`src/design/odd_div_pkg.sv`:
```
// shared constants and types for the selectable odd clock divider
package odd_div_pkg;

  // ---------------------------------------------------------------
  // division ratios and counter
  // ---------------------------------------------------------------
  localparam int         RATIO_LO_DEF = 3;      // ratio with select low
  localparam int         RATIO_HI_DEF = 5;      // ratio with select high
  localparam int         CNT_W_DEF    = 3;      // half-period counter width
  localparam logic [2:0] CNT_RST      = 3'h0;   // counter start phase

  // ---------------------------------------------------------------
  // reset values: control pins read high when left open; the clock
  // filter starts low like an idle source, so reset makes no false edge
  // ---------------------------------------------------------------
  localparam logic [3:0] PINS_RST     = 4'h7;   // in_clk 0, enable 1, clear_n 1, sel 1
  localparam logic       DIV_RST      = 1'b0;
  localparam logic       EN_RST       = 1'b1;

  // ---------------------------------------------------------------
  // types
  // ---------------------------------------------------------------
  typedef enum logic [0:0] {
    DIV_BY_LO,
    DIV_BY_HI
  } ratio_t;

  typedef struct packed {
    logic in_clk;       // incoming clock to be divided
    logic enable;       // output enable, high = run
    logic clear_n;      // clear, active low
    logic ratio_sel;    // low = lo ratio, high = hi ratio
  } pins_t;

  typedef struct packed {
    pins_t      filt;    // filtered pin levels
    logic [2:0] cnt;     // half-period edge counter
    logic       div;     // free-running divided clock
    logic       en_req;  // enable taken at an input rising edge
    logic       en_on;   // enable applied at an input falling edge
    ratio_t     ratio;   // ratio in use for this output period
  } state_t;

endpackage

```
`src/design/pin_sync3.sv`:
```
// three-stage synchroniser for asynchronous pin inputs
`timescale 1ns/1ps
`default_nettype none

module pin_sync3 #(
  parameter int             W       = 1,
  parameter logic [W-1:0]   RST_VAL = '0
) (
  // clock and reset
  input  wire logic         clock,
  input  wire logic         sys_rst,
  // pins in, second and third stage out
  input  wire logic [W-1:0] pin_in,
  output logic      [W-1:0] stage2,
  output logic      [W-1:0] stage3
);

  logic [W-1:0] stage1_q;

  // first stage feeds only the second stage
  always_ff @(posedge clock) begin
    if (sys_rst) begin
      stage1_q <= RST_VAL;
      stage2   <= RST_VAL;
      stage3   <= RST_VAL;
    end else begin
      stage1_q <= pin_in;
      stage2   <= stage1_q;
      stage3   <= stage2;
    end
  end

endmodule

`default_nettype wire

```
`src/design/selectable_odd_clock_divider.sv`:
```
// selectable odd-ratio clock divider with synchronous enable and a clear that also gates the output directly from its pin
`timescale 1ns/1ps
`default_nettype none

module selectable_odd_clock_divider
  import odd_div_pkg::*;
#(
  parameter int RATIO_LO = RATIO_LO_DEF,
  parameter int RATIO_HI = RATIO_HI_DEF,
  parameter int CNT_W    = CNT_W_DEF
) (
  // clock and reset
  input  wire logic clock,
  input  wire logic sys_rst,
  // pins from outside the clock domain
  input  wire logic in_clk,
  input  wire logic enable,
  input  wire logic async_clear_n,
  input  wire logic ratio_sel,
  // complementary divided output
  output logic      out_clk,
  output logic      out_clk_n
);

  // ---------------------------------------------------------------
  // elaboration checks
  // ---------------------------------------------------------------
  // the counter is three bits wide, so each ratio must be odd for an even
  // split of input edges and at most 7 to fit
  if (CNT_W != 3) begin : g_bad_width
    $error("counter width must be 3");
  end
  if (RATIO_LO < 3 || RATIO_LO > 7 || RATIO_LO % 2 == 0) begin : g_bad_lo
    $error("low ratio must be odd and within 3..7");
  end
  if (RATIO_HI < 3 || RATIO_HI > 7 || RATIO_HI % 2 == 0) begin : g_bad_hi
    $error("high ratio must be odd and within 3..7");
  end

  localparam logic [2:0] LIM_LO = 3'(RATIO_LO - 1);
  localparam logic [2:0] LIM_HI = 3'(RATIO_HI - 1);

  // ---------------------------------------------------------------
  // pin synchronisation
  // ---------------------------------------------------------------
  pins_t  pins_raw;
  pins_t  pins_s2;
  pins_t  pins_s3;
  state_t st_q;
  state_t st_d;
  logic   rise_ev;
  logic   fall_ev;
  logic   [2:0] lim;

  assign pins_raw = '{in_clk: in_clk, enable: enable, clear_n: async_clear_n,
                      ratio_sel: ratio_sel};

  // in_clk goes through the same filter as the control pins; it must hold
  // each level for at least two clocks or an edge is lost
  pin_sync3 #(
    .W       (4),
    .RST_VAL (PINS_RST)
  ) u_sync (
    .clock   (clock),
    .sys_rst (sys_rst),
    .pin_in  (pins_raw),
    .stage2  (pins_s2),
    .stage3  (pins_s3)
  );

  // ---------------------------------------------------------------
  // next state
  // ---------------------------------------------------------------
  // every input edge counts, so each half of the output lasts exactly
  // the ratio in input half-periods: 50 percent duty for odd ratios
  always_comb begin
    st_d = st_q;
    // a filtered bit moves only once stages two and three agree
    st_d.filt = (~(pins_s2 ^ pins_s3) & pins_s3) | ((pins_s2 ^ pins_s3) & st_q.filt);
    rise_ev = st_d.filt.in_clk & ~st_q.filt.in_clk;
    fall_ev = ~st_d.filt.in_clk & st_q.filt.in_clk;
    lim = (st_q.ratio == DIV_BY_HI) ? LIM_HI : LIM_LO;
    if (!st_d.filt.clear_n) begin
      st_d.cnt   = CNT_RST;
      st_d.div   = DIV_RST;
      // under clear the enable pin applies at once: there is no pulse to protect
      st_d.en_on = st_d.filt.enable;
      st_d.en_req = st_d.filt.enable;
      st_d.ratio = st_d.filt.ratio_sel ? DIV_BY_HI : DIV_BY_LO;
    end else if (rise_ev || fall_ev) begin
      if (st_q.cnt == lim) begin
        st_d.cnt = CNT_RST;
        st_d.div = ~st_q.div;
        // ratio changes only at the start of a low half, no short pulse
        if (st_q.div)
          st_d.ratio = st_d.filt.ratio_sel ? DIV_BY_HI : DIV_BY_LO;
      end else begin
        st_d.cnt = st_q.cnt + 3'h1;
      end
      if (rise_ev)
        st_d.en_req = st_d.filt.enable;
      // applied only while the divided clock is low, so no pulse is cut
      if (fall_ev && !st_d.div)
        st_d.en_on = st_q.en_req;
    end
  end

  // state register; high pin defaults come from the reset values
  always_ff @(posedge clock) begin
    if (sys_rst) begin
      st_q.filt   <= PINS_RST;
      st_q.cnt    <= CNT_RST;
      st_q.div    <= DIV_RST;
      st_q.en_req <= EN_RST;
      st_q.en_on  <= EN_RST;
      st_q.ratio  <= DIV_BY_HI;
    end else begin
      st_q <= st_d;
    end
  end

  // ---------------------------------------------------------------
  // outputs
  // ---------------------------------------------------------------
  // the raw clear pin gates the output so it acts without waiting for
  // the synchroniser; trade-off: this one term is not from a flip-flop
  assign out_clk   = st_q.div & st_q.en_on & async_clear_n;
  assign out_clk_n = ~out_clk;
endmodule

`default_nettype wire

```
`config.mk`:
```
export PLATFORM = sky130hd
export DESIGN_NAME = selectable_odd_clock_divider
export DESIGN_NICKNAME = d
export VERILOG_FILES = /design/src/design/odd_div_pkg.sv /design/src/design/pin_sync3.sv /design/src/design/selectable_odd_clock_divider.sv
export SDC_FILE = /design/constraint.sdc
export NUM_CORES = 1
export LEC_CHECK = 0
export BUFFER_PORTS_ARGS = -buffer_cell sky130_fd_sc_hd__buf_2
export CORE_MARGIN = 2
export CORE_UTILIZATION = 40
export CTS_BUF_LIST = sky130_fd_sc_hd__clkbuf_16
export DETAILED_ROUTE_END_ITERATION = 12
export GPL_ROUTABILITY_DRIVEN = 0
export GPL_TIMING_DRIVEN = 0
export PLACE_DENSITY = 0.54
export SLEW_MARGIN = 5
export SYNTH_ARGS = -nofsm -noshare
export SYNTH_HDL_FRONTEND = slang
export SYNTH_SLANG_ARGS = --single-unit
```
`constraint.sdc`:
```
create_clock -name clock -period 5.82 [get_ports clock]
set_input_delay 1.164 -clock clock [delete_from_list [all_inputs] [get_ports clock]]
set_output_delay 1.164 -clock clock [all_outputs]
set_load 0.005 [all_outputs]
```
* Word level (Yosys, flattened, before mapping)
Index checks and enable logic that the tools add are counted.
Cells by class: $add $sub $neg 1, eq/ne operators 6, mux-type cells 12, bitwise gates (word level) 14, reductions and logical operators 7
Operator list (number):
- $mux 3 | 4
- $and 4x4->4 | 2
- $mux 1 | 8
- $ne 2x1->1 const B | 4
- $not 1->1 | 5
- $and 1x1->1 | 4
- $not 4->4 | 1
- $or 4x4->4 | 1
- $reduce_and 2->1 | 2
- $xor 4x4->4 | 1
- $add 3x1->3 const B | 1
- $eq 3x3->1 | 1
- $reduce_and 3->1 | 1
- $ne 2x2->1 const B | 1
- $reduce_or 2->1 | 1
- $logic_and 1x1->1 | 1
- $logic_not 1->1 | 1
- $logic_or 1x1->1 | 1
Storage, ports and cells: register bits after elaboration 23, output and inout port bits 2, word-level logic and storage cells 52

* Depth between registers and ports, before layout
Gate-level depths: netlist of the first run.
depth after elaboration 14, mapped depth 8, depth with buffers taken out 8

* By module
Synthesis of the first run repeated with hierarchy kept, for this count alone.
Unflattened totals: cell total of the unflattened synthesis 88, area total of the unflattened synthesis 903.4 sq um
Modules (own cells, without submodules):
- selectable_odd_clock_divider | times used 1, cells each 63, area an instance 574.3 sq um, seq. area each 220.2 sq um
- pin_sync3 | times used 1, cells each 25, area an instance 329.1 sq um, seq. area each 240.2 sq um

* Worst setup path after synthesis of the first run
Ideal clock, no wire load.
path type input-to-output, start in async_clear_n, end out out_clk, arrival 1334 ps, data required time 4656 ps, setup slack 3322 ps, cell stages on the path 2, buffers on the path 0, path through nand3_1 > inv_1
On the way: longest elaborated chain between the ends 1
Ends and longest elaborated chain:
- start, declared | RTL line selectable_odd_clock_divider.sv:18 | input wire logic async_clear_n,
- $and 1x1->1 | RTL line selectable_odd_clock_divider.sv:127 | assign out_clk = st_q.div & st_q.en_on & async_clear_n;
- end, declared | RTL line selectable_odd_clock_divider.sv:21 | output logic out_clk,
Every way passes these cells.

* Final worst setup path of the first run
Same ends and word-level chain as after synthesis.

==> impl_summary.txt, run 1 <==
----------------------------------------------------
[Critical path]
  Maximum single-stage delay on the critical path ... 110 ps
  Type of element capturing the critical path ... primary output
  Most frequent CP cell ... sky130_fd_sc_hd__buf_2
  Number of buffers and inverters on the critical path ... 3
  CP Launch Type ... input port
  Maximum fanout count along the critical path ... 2
  Critical Path Slowest Stage Cell ... sky130_fd_sc_hd__buf_2
  Cell chain of the critical path ... buf_2, nand3_1, inv_1, buf_2
  Critical path data arrival time ... 1500 ps
  Setup slack on the worst flop-to-flop path ... 3670 ps
  Startpoint-to-endpoint class of the critical path ... in2out
  Top delay family on crit path ... buffers and inverters
  Critical Path RT ... 4660 ps

[CTS]
  Root buf cell ... sky130_fd_sc_hd__clkbuf_16
  Post-CTS Repair Setup Buffers ... 0
  Number of CTS-inserted buffers ... 3
  Max H-tree Level ... 1
  Hold buffers post-CTS ... 0
  Clock sinks ... 23
  Worst-skew pair later-pin latency ... 250 ps
  Reg clk slew, reported paths ... 60 ps
  Post-CTS sizing ... 0
  Worst-case clock buffer depth ... 2
  TritonCTS clock tree ... built

[Drt]
  Detailed router's first-iteration violation count ... 2
  Remaining number of nets flagged by the antenna check after routing ... 0
  Detailed-route via count ... 617
  Drt via density ... 4.86
  Total DRC errors in the routed layout ... 0
  Wire per inst ... 10.4 um
  TritonRoute pass-1 iters ... 4
  Wire length reported by the detailed router ... 1330 um

[Pwr]
  Switching power as a share of total power ... 18.5%
  Switching power ... 0.0583 mW
  Worst vdd ir ... 0.140 mV
  P per Cell Area ... 299 nW/um^2
  Share of total power in sequential cells ... 51.4%
  Relative contribution of the clock network to total power ... 45.9%
  Combinational group share of total power ... 2.7%
  P_leak ... 0.442 nW
  Internal power ... 0.258 mW
  Total chip power ... 0.316 mW

[STA]
  Peak Freq ... 375 MHz
  Post-route clock skew ... 3.23 ps
  Max-slew headroom at the worst pin ... 67.1%
  Final period util ... 45.9%
  Count of endpoints failing setup in the final report ... 0
  Number of max-slew violations in the final report ... 0
  Number of hold violations in the final report ... 0
  Worst-margin pin slew ... 487 ps
  Hold WS ... 408 ps
  Post-layout minimum cycle time ... 2670 ps
  Final setup TNS ... 0 ps
  RSZ-0062 raised after global routing ... no

[Logic synthesis]
  Number of distinct library cells after synthesis ... 33
  Post-synthesis mux area share ... 2.34%
  Commonest register cell after synthesis ... sky130_fd_sc_hd__dfxtp_1
  Syn Inst Count ... 88
  Post-synthesis sequential element count ... 23
  Part of the Yosys area used for sequential elements ... 50.7%
  Compound-cell area share of the yosys netlist ... 7.30%
  EDFF count, synth ... 0
  Adder and majority gate portion of the synthesized area ... 6.34%
  Mapped Avg Cell Area ... 10.3 sq um
  Fraction of synthesized cell area taken by the top area cell type ... 50.7%
  Synthesized area ... 908 sq um
  Cell taking the most area after synthesis ... sky130_fd_sc_hd__dfxtp_1
  Synthesized Nets ... 97
  Area fraction in and, or, nand and nor cells after synthesis ... 27.1%
  Combinational family with the most area after synthesis ... simple AND/OR/NAND/NOR gates
  Yosys synthesis warning count ... 0
  Share of the synthesized netlist area taken by xor and xnor gates ... 2.89%
  Biggest area contributors in the synthesized netlist ... sky130_fd_sc_hd__dfxtp_1 (51%), sky130_fd_sc_hd__or2_2 (8.3%), sky130_fd_sc_hd__ha_1 (4.1%)
  Ys async rst share ... 0%

[Floorplanning]
  Die width ... 51.7 um
  Overall die height ... 51.7 um
  Row cnt ... 17
  Die area ... 2670 sq um
  Starting density of the core ... 41.9%
  IO Count ... 8
  Std-Cell Core Area ... 2170 sq um

[Finish]
  Final #Nets ... 109
  N_diodes ... 0
  Cell area after layout ... 1060 sq um
  Filler Cell Count ... 221
  Area added between synthesis and finish ... 16.5%
  Layout Cells excl Fill ... 127
  Fraction of layout cells with a size suffix above 1 ... 29.3%

[Global route]
  Total congestion overflow ... 0
  Initial antenna violation count ... 0
  Global-route wire length before repair ... 2410 um
  Number of global-route vias before repair ... 594
  GRT Util Overall ... 12.1%
  Pin count of the biggest net entering global routing ... 14

[Run]
  Total of max-cap violations ... 0

[Placement]
  Number of instances in the placed design ... 123
  Count of buffers inserted at the top-level ports ... 7
  DP Wirelength ... 960 um
  Placed cell area ... 978 sq um

[Status]
  Status ... finished clean

[Worst hold path]
  Path type of the worst min-delay path ... reg2reg

----------------------------------------------------
-- cells in the mapped netlist, drive strengths merged, types with 2 or more instances --
| master | count |
|---|---|
| nor3 | 2 |
| clkbuf | 2 |
| nor2b | 3 |
| or2 | 12 |
| o21ai | 3 |
| a21oi | 2 |
| ha | 3 |
| maj3 | 2 |
| nor2 | 7 |
| dfxtp | 23 |
| inv | 6 |
| xnor2 | 2 |
| nor3b | 3 |
-- registers in the layout (all words and copies together) (netlist names) --
name / cells
u_sync.stage1_q: 4
u_sync.stage3: 4
st_q: 11
u_sync.stage2: 4
-- metrics by stage --
stage	utilization [%]	setup slack (ps)
finish	48.8	3150
floorplan	-	3320
global route	48.8	3130
detailed placement	45.1	3150
global placement	45.1	3160
CTS	48.8	3150
-- power by group through the flow --
stage | clock network [mW] | registers (mW) | logic [mW]
3_3_place_gp | 0 | 0.166 | 0.00871
3_5_place_dp | 0 | 0.166 | 0.00877
2_1_floorplan | 0 | 0.166 | 0.00552
6_report | 0.145 | 0.162 | 0.00853
4_1_cts | 0.151 | 0.162 | 0.00884
5_1_grt | 0.157 | 0.163 | 0.0101
-- path summary, 6_finish.rpt --
| kind | end | from | cells after the start |
|---|---|---|---|
| worst max-delay path | out_clk | async_clear_n | 4 |
| worst min-delay path | u_sync.stage2[2] | u_sync.stage1_q[2] | 1 |
| worst max register to register | st_q[1] | st_q[10] | 8 |
| worst min register to register | u_sync.stage2[2] | u_sync.stage1_q[2] | 1 |
-- worst register-to-register path, cell delays in order, from the launching register on --
cell and delay [ps]:
sky130_fd_sc_hd__dfxtp_1 330, sky130_fd_sc_hd__a21o_1 180, sky130_fd_sc_hd__o21ai_0 130, sky130_fd_sc_hd__inv_1 80, sky130_fd_sc_hd__ha_1 370, sky130_fd_sc_hd__nand2b_4 170
sky130_fd_sc_hd__or4_4 510, sky130_fd_sc_hd__and3_4 160, sky130_fd_sc_hd__nor3_2 140
-- kinds of logic (layout without fill, tap and decap cells) --
kind of cell	count (synthesis)	after routing
buffers and inverters	8	19
flip-flops	23	23
AO/OA/AOI/OAI	10	10
XOR/XNOR	3	3
multiplexers	2	2
adder cells (fa/ha/maj)	5	5
AND/OR/NAND/NOR	37	37
-- layout by cell type (no fill, tap or decap), types with 2 or more instances in the layout --
cell | synthesis | routed
sky130_fd_sc_hd__maj3_1 | 2 | 2
sky130_fd_sc_hd__dfxtp_1 | 23 | 23
sky130_fd_sc_hd__nor3b_1 | 3 | 3
sky130_fd_sc_hd__ha_1 | 3 | 3
sky130_fd_sc_hd__or2_2 | 12 | 12
sky130_fd_sc_hd__buf_2 | 0 | 7
sky130_fd_sc_hd__inv_1 | 6 | 6
sky130_fd_sc_hd__nor2b_1 | 3 | 3
sky130_fd_sc_hd__nor2_1 | 7 | 7
sky130_fd_sc_hd__o21ai_0 | 2 | 2
sky130_fd_sc_hd__clkbuf_16 | 0 | 3
sky130_fd_sc_hd__xnor2_1 | 2 | 2
sky130_fd_sc_hd__a21oi_1 | 2 | 2
sky130_fd_sc_hd__clkbuf_1 | 2 | 2
-- metal layers --
| metal | up-vias | GRT usage, % | share of wire [%] |
|---|---|---|---|
| met5 | - | 0 | 0 |
| li1 | 316 | - | - |
| met4 | 0 | 5.26 | 1.2 |
| met2 | 13 | 20.5 | 46 |
| met1 | 286 | 14.2 | 47 |
| met3 | 2 | 3.45 | 5.6 |
-- area by class of cell --
| type | count | area (sq um) | share of cell area, % |
|---|---|---|---|
| plain buffers | 2 | 7.51 | 0.709 |
| clock buffers | 3 | 75.1 | 7.09 |
| repair buffers | 7 | 35.0 | 3.31 |
| clock inverters | 1 | 5.00 | 0.473 |
| multi-input cells | 57 | 418 | 39.5 |
| well taps | 28 | 35.0 | 3.31 |
| flip-flops and latches | 23 | 460 | 43.5 |
| inverters | 6 | 22.5 | 2.13 |
Power figures use the tool's default switching activity.
==> run 2, diff against run 1 <==
- PLACE_DENSITY: 0.54 -> 0.56
- clock period: 5.82 -> 2.3 ns (I/O delays scaled with it)
==> run 2 against run 1 <==
Net effect: critical path depth grew 4; global-route usage grew 0.25 points; clock power rose to 2.5 times the previous value; flip-flop and latch count unchanged; register-to-register slack worse by 3500 ps; count of clock-buffer cells in the layout is the same; power increased to 2.5 times the previous value; critical path type is now reg2reg.
==> impl_summary.txt, run 2 (synthesis gave the netlist of run 1 again) <==
----------------------------------------------------
[Status]
  Status ... finished clean

[Pwr]
  Switching power as a share of total power ... 18.1% (-0.32 points)
  Switching power ... 0.144 mW (+150%)
  Share of total power in sequential cells ... 51.6% (+0.2 points)
  Combinational group share of total power ... 2.7% (about the same)
  P per Cell Area ... 753 nW/um^2 (+150%)
  Total chip power ... 0.797 mW (+150%)
  Internal power ... 0.652 mW (+150%)
  P_leak ... 0.442 nW (unchanged)
  Relative contribution of the clock network to total power ... 45.7% (-0.2 points)
  Worst vdd ir ... 0.528 mV (+280%)

[Floorplanning]
  Row cnt ... 17 (unchanged)
  Overall die height ... 51.7 um (unchanged)
  Die width ... 51.7 um (unchanged)
  Starting density of the core ... 41.9% (unchanged)
  Std-Cell Core Area ... 2170 sq um (unchanged)
  Die area ... 2670 sq um (unchanged)
  IO Count ... 8 (unchanged)

[Drt]
  Detailed router's first-iteration violation count ... 6 (+4)
  Drt via density ... 4.62 (-4.9%)
  Remaining number of nets flagged by the antenna check after routing ... 0 (unchanged)
  Wire per inst ... 10.6 um (+1.6%)
  Wire length reported by the detailed router ... 1350 um (+1.6%)
  TritonRoute pass-1 iters ... 4 (unchanged)
  Detailed-route via count ... 587 (-4.9%)
  Total DRC errors in the routed layout ... 0 (unchanged)

[Finish]
  Layout Cells excl Fill ... 127 (unchanged)
  Register with the most flip-flops ... st_q
  Max reg flops ... 11 (unchanged)
  Utilization after layout ... 48.8% (unchanged)
  Fraction of layout cells with a size suffix above 1 ... 29.3% (unchanged)
  Leading cell type in the layout, fill and taps excluded ... sky130_fd_sc_hd__dfxtp_1
  Area added between synthesis and finish ... 16.5% (unchanged)
  Final #Nets ... 109 (unchanged)
  Filler Cell Count ... 212 (-4.1%)
  Top library cells by usage in the layout, fill and taps aside ... sky130_fd_sc_hd__dfxtp_1 (23), sky130_fd_sc_hd__or2_2 (12), sky130_fd_sc_hd__nor2_1 (7), sky130_fd_sc_hd__buf_2 (7), sky130_fd_sc_hd__inv_1 (6)
  N_diodes ... 0 (unchanged)

[Placement]
  Count of buffers inserted at the top-level ports ... 7 (unchanged)
  Number of instances in the placed design ... 123 (unchanged)
  Post-place setup slack ... 146 ps (-3000 ps)
  DP Wirelength ... 934 um (-2.7%)

[Global route]
  Layer with the highest usage after global routing ... met2
  Met1 usage ... 14.4% (+0.21 points)
  Number of global-route vias before repair ... 534 (-10%)
  Pin count of the biggest net entering global routing ... 14 (unchanged)
  Global-route met3 utilization ... 3.45% (unchanged)
  GRT Util Overall ... 12.4% (+0.25 points)
  Total congestion overflow ... 0 (unchanged)
  Global-route wire length before repair ... 2350 um (-2.3%)
  Fraction of met2 tracks used by global routing ... 19.2% (-1.3 points)
  Initial antenna violation count ... 0 (unchanged)

[Worst hold path]
  Worst hold path depth ... 2 (+1)
  Path type of the worst min-delay path ... in2reg

[STA]
  Final period util ... 93.6%
  Peak Freq ... 465 MHz
  Final setup TNS ... 0 ps (unchanged)
  Worst Slack Setup Final ... 148 ps (-3000 ps)
  RSZ-0062 raised after global routing ... no
  Number of hold violations in the final report ... 0 (unchanged)
  Post-layout minimum cycle time ... 2150 ps
  Count of endpoints failing setup in the final report ... 0 (unchanged)
  Max-slew headroom at the worst pin ... 69.5% (+2.4 points)
  Number of max-slew violations in the final report ... 0 (unchanged)
  Post-route clock skew ... 2.34 ps (-0.889 ps)
  Worst-margin pin slew ... 452 ps (-35.0 ps)

[Critical path]
  Maximum single-stage delay on the critical path ... 500 ps (+390 ps)
  CP Launch Type ... flip-flop
  R2r worst-path depth ... 8 (unchanged)
  Type of element capturing the critical path ... flip-flop
  Cell chain of the critical path ... a21o_1, o21ai_0, inv_1, ha_1, nand2b_4, or4_4, and3_4, nor3_2
  Critical Path RT ... 2480 ps (-2180 ps)
  Number of logic stages on the critical path including buffering ... 8 (+4)
  Critical Path Slowest Stage Cell ... sky130_fd_sc_hd__or4_4
  Critical path data arrival time ... 2330 ps (+830 ps)
  Number of buffers and inverters on the critical path ... 1 (-2)
  Maximum fanout count along the critical path ... 6 (+4)
  Startpoint-to-endpoint class of the critical path ... reg2reg
  Top delay family on crit path ... simple AND/OR/NAND/NOR gates

[CTS]
  Post-CTS Repair Setup Buffers ... 0 (unchanged)
  Post-CTS sizing ... 0 (unchanged)
  Max H-tree Level ... 1 (unchanged)
  Worst-case clock buffer depth ... 2 (unchanged)
  Reg clk slew, reported paths ... 60 ps (about the same)
  Clock sinks ... 23 (unchanged)
  Worst-skew pair later-pin latency ... 250 ps (about the same)
  Hold buffers post-CTS ... 0 (unchanged)
  Number of CTS-inserted buffers ... 3 (unchanged)
  Root buf cell ... sky130_fd_sc_hd__clkbuf_16
  TritonCTS clock tree ... built

[Run]
  Total of max-cap violations ... 0 (unchanged)

----------------------------------------------------
## run 2: layout make-up
class                      instances  area [sq um]  area share (%)
clock buffer                       3          75.1            7.09
sequential                        23           460            43.5
multi-input combinational         57           418            39.5
tap                               28          35.0            3.31
buffer                             2          7.51           0.709
inverter                           6          22.5            2.13
timing repair buffer               7          35.0            3.31
clock inverter                     1          5.00           0.473
## run 2: path summary, 6_finish.rpt
kind | start | to | slack (ps)
worst max register to register | st_q[10] | st_q[1] | 150
worst min-delay path | enable | u_sync.stage1_q[2] | 390
worst min register to register | u_sync.stage1_q[2] | u_sync.stage2[2] | 410
worst max-delay path | st_q[10] | st_q[1] | 150
## run 2: through the flow
stage	cell area, sq um	hold WS [ps]
global route	1060	404
CTS	1060	383
finish	1060	387
global placement	978	391
floorplan	908	389
detailed placement	978	397
## run 2: power groups by stage
| stage | clock network, mW | logic [mW] | registers, mW |
|---|---|---|---|
| after detailed placement | 0 | 0.0219 | 0.420 |
| final | 0.364 | 0.0217 | 0.411 |
| after floorplan | 0 | 0.0140 | 0.419 |
| after global placement | 0 | 0.0221 | 0.420 |
| after CTS | 0.378 | 0.0223 | 0.411 |
| after global routing | 0.393 | 0.0253 | 0.412 |
## run 2: layer usage
layer	vias to the layer above	wire, um	part of all wire (%)
met3	2	54	4.0
met2	10	584	43
met5	-	0	0
li1	317	-	-
met4	0	25	1.9
met1	258	682	51
==> run 3, diff against run 2 <==
- CORE_UTILIZATION: 40 -> 45
- PLACE_DENSITY: 0.56 -> 0.62
==> run 3 against run 2 <==
Net effect: power grew 1.3%; count of clock-buffer cells in the layout is the same; critical path depth did not move; critical path type unchanged.
==> impl_summary.txt, run 3 (synthesis gave the netlist of run 1 again) <==
----------------------------------------------------
[Floorplanning]
  Std-Cell Core Area ... 1940 sq um (-10%)
  Die area ... 2390 sq um (-10%)
  Overall die height ... 48.9 um (-5.3%)
  Starting density of the core ... 46.8% (+4.9 points)
  Row cnt ... 16 (-1)
  IO Count ... 8 (unchanged)
  Die width ... 48.9 um (-5.3%)

[Critical path]
  Critical path data arrival time ... 2340 ps (about the same)
  CP Launch Type ... flip-flop
  Maximum fanout count along the critical path ... 6 (unchanged)
  Maximum single-stage delay on the critical path ... 510 ps (about the same)
  Critical Path RT ... 2490 ps (about the same)
  Type of element capturing the critical path ... flip-flop
  Cell chain of the critical path ... a21o_1, o21ai_0, inv_1, ha_1, nand2b_4, or4_4, and3_4, nor3_2
  Startpoint-to-endpoint class of the critical path ... reg2reg
  Critical Path Slowest Stage Cell ... sky130_fd_sc_hd__or4_4

[Pwr]
  P_leak ... 0.442 nW (unchanged)
  P per Cell Area ... 764 nW/um^2 (+1.5%)
  Worst vdd ir ... 0.422 mV (-20%)
  Total chip power ... 0.807 mW (+1.3%)

[Finish]
  Final #Nets ... 109 (unchanged)
  Cell area after layout ... 1060 sq um (-0.12%)
  Top library cells by usage in the layout, fill and taps aside ... sky130_fd_sc_hd__dfxtp_1 (23), sky130_fd_sc_hd__or2_2 (12), sky130_fd_sc_hd__nor2_1 (7), sky130_fd_sc_hd__buf_2 (7), sky130_fd_sc_hd__inv_1 (6)
  Leading cell type in the layout, fill and taps excluded ... sky130_fd_sc_hd__dfxtp_1
  Max reg flops ... 11 (unchanged)
  Layout Cells excl Fill ... 126 (-0.79%)
  Register with the most flip-flops ... st_q
  Utilization after layout ... 54.4% (+5.7 points)
  Area added between synthesis and finish ... 16.4%
  N_diodes ... 0 (unchanged)
  Fraction of layout cells with a size suffix above 1 ... 29.3% (unchanged)

[Drt]
  Total DRC errors in the routed layout ... 0 (unchanged)
  TritonRoute pass-1 iters ... 2 (-2)
  Remaining number of nets flagged by the antenna check after routing ... 0 (unchanged)
  Wire per inst ... 11.2 um (+5.3%)
  Wire length reported by the detailed router ... 1410 um (+4.5%)
  Detailed router's first-iteration violation count ... 2 (-4)
  Drt via density ... 4.92 (+6.5%)
  Detailed-route via count ... 620 (+5.6%)

[Global route]
  Initial antenna violation count ... 0 (unchanged)
  Total congestion overflow ... 0 (unchanged)
  GRT Util Overall ... 14.7% (+2.3 points)
  Number of global-route vias before repair ... 623 (+17%)
  Global-route wire length before repair ... 2660 um (+13%)
  Pin count of the biggest net entering global routing ... 14 (unchanged)

[STA]
  Post-route clock skew ... 2.43 ps (+0.0930 ps)
  Number of max-slew violations in the final report ... 0 (unchanged)
  Number of hold violations in the final report ... 0 (unchanged)
  Worst-margin pin slew ... 456 ps (+4.38 ps)
  Final setup TNS ... 0 ps (unchanged)
  Peak Freq ... 466 MHz (+0.21%)
  Worst Slack Setup Final ... 153 ps (+4.48 ps)
  RSZ-0062 raised after global routing ... no
  Post-layout minimum cycle time ... 2150 ps (-4.48 ps)
  Hold WS ... 383 ps (-4.15 ps)
  Max-slew headroom at the worst pin ... 69.2% (-0.30 points)
  Final period util ... 93.4% (-0.19 points)
  Count of endpoints failing setup in the final report ... 0 (unchanged)

[Status]
  Status ... finished clean

[CTS]
  Post-CTS Repair Setup Buffers ... 0 (unchanged)
  Post-CTS sizing ... 0 (unchanged)
  Clock sinks ... 23 (unchanged)
  Worst-case clock buffer depth ... 2 (unchanged)
  Worst-skew pair later-pin latency ... 260 ps (about the same)
  Hold buffers post-CTS ... 0 (unchanged)
  Root buf cell ... sky130_fd_sc_hd__clkbuf_16
  Reg clk slew, reported paths ... 60 ps (about the same)
  TritonCTS clock tree ... built
  Number of CTS-inserted buffers ... 3 (unchanged)
  Max H-tree Level ... 1 (unchanged)

[Placement]
  DP Wirelength ... 973 um (+4.1%)
  Placed cell area ... 977 sq um (-0.13%)
  Post-place setup slack ... 155 ps (+8.44 ps)
  Count of buffers inserted at the top-level ports ... 7 (unchanged)
  Number of instances in the placed design ... 122 (-0.81%)

[Run]
  Total of max-cap violations ... 0 (unchanged)

[Worst hold path]
  Path type of the worst min-delay path ... in2reg

----------------------------------------------------
-- run 3: final cells by class --
class,count,area (sq um)
Fill cell,190,885
Sequential cell,23,460
Multi-Input combinational cell,57,418
Clock buffer,3,75.1
Timing Repair Buffer,7,35.0
Tap cell,27,33.8
Inverter,6,22.5
Buffer,2,7.51
Clock inverter,1,5.00
-- run 3: critical path: cells and delay by family, from the launching register on --
kind                       cells  cell delay (ps)
and+or+nand+nor                4             1000
adders and majority gates      1              380
DFF                            1              330
AOI/OAI and AO/OA              2              290
buffers and inverters          1               80
-- run 3: layer usage --
layer	track usage [%]	routed length, um
met1	16.0	659
met5	0	0
met4	10.0	43
met2	24.4	639
met3	4.29	63
-- run 3: power breakdown --
group          switching [mW]  total [mW]  internal [mW]
Combinational          0.0105      0.0218         0.0114
Sequential            0.00322       0.411          0.408
Clock                   0.141       0.375          0.234
Total                   0.155       0.807          0.653
-- run 3: worst paths after layout --
kind,startpoint,end,slack [ps],cells past startpoint
worst min register to register,u_sync.stage1_q[2],u_sync.stage2[2],410,1
worst max-delay path,st_q[10],st_q[1],150,8
worst min-delay path,enable,u_sync.stage1_q[2],380,2
worst max register to register,st_q[10],st_q[1],150,8
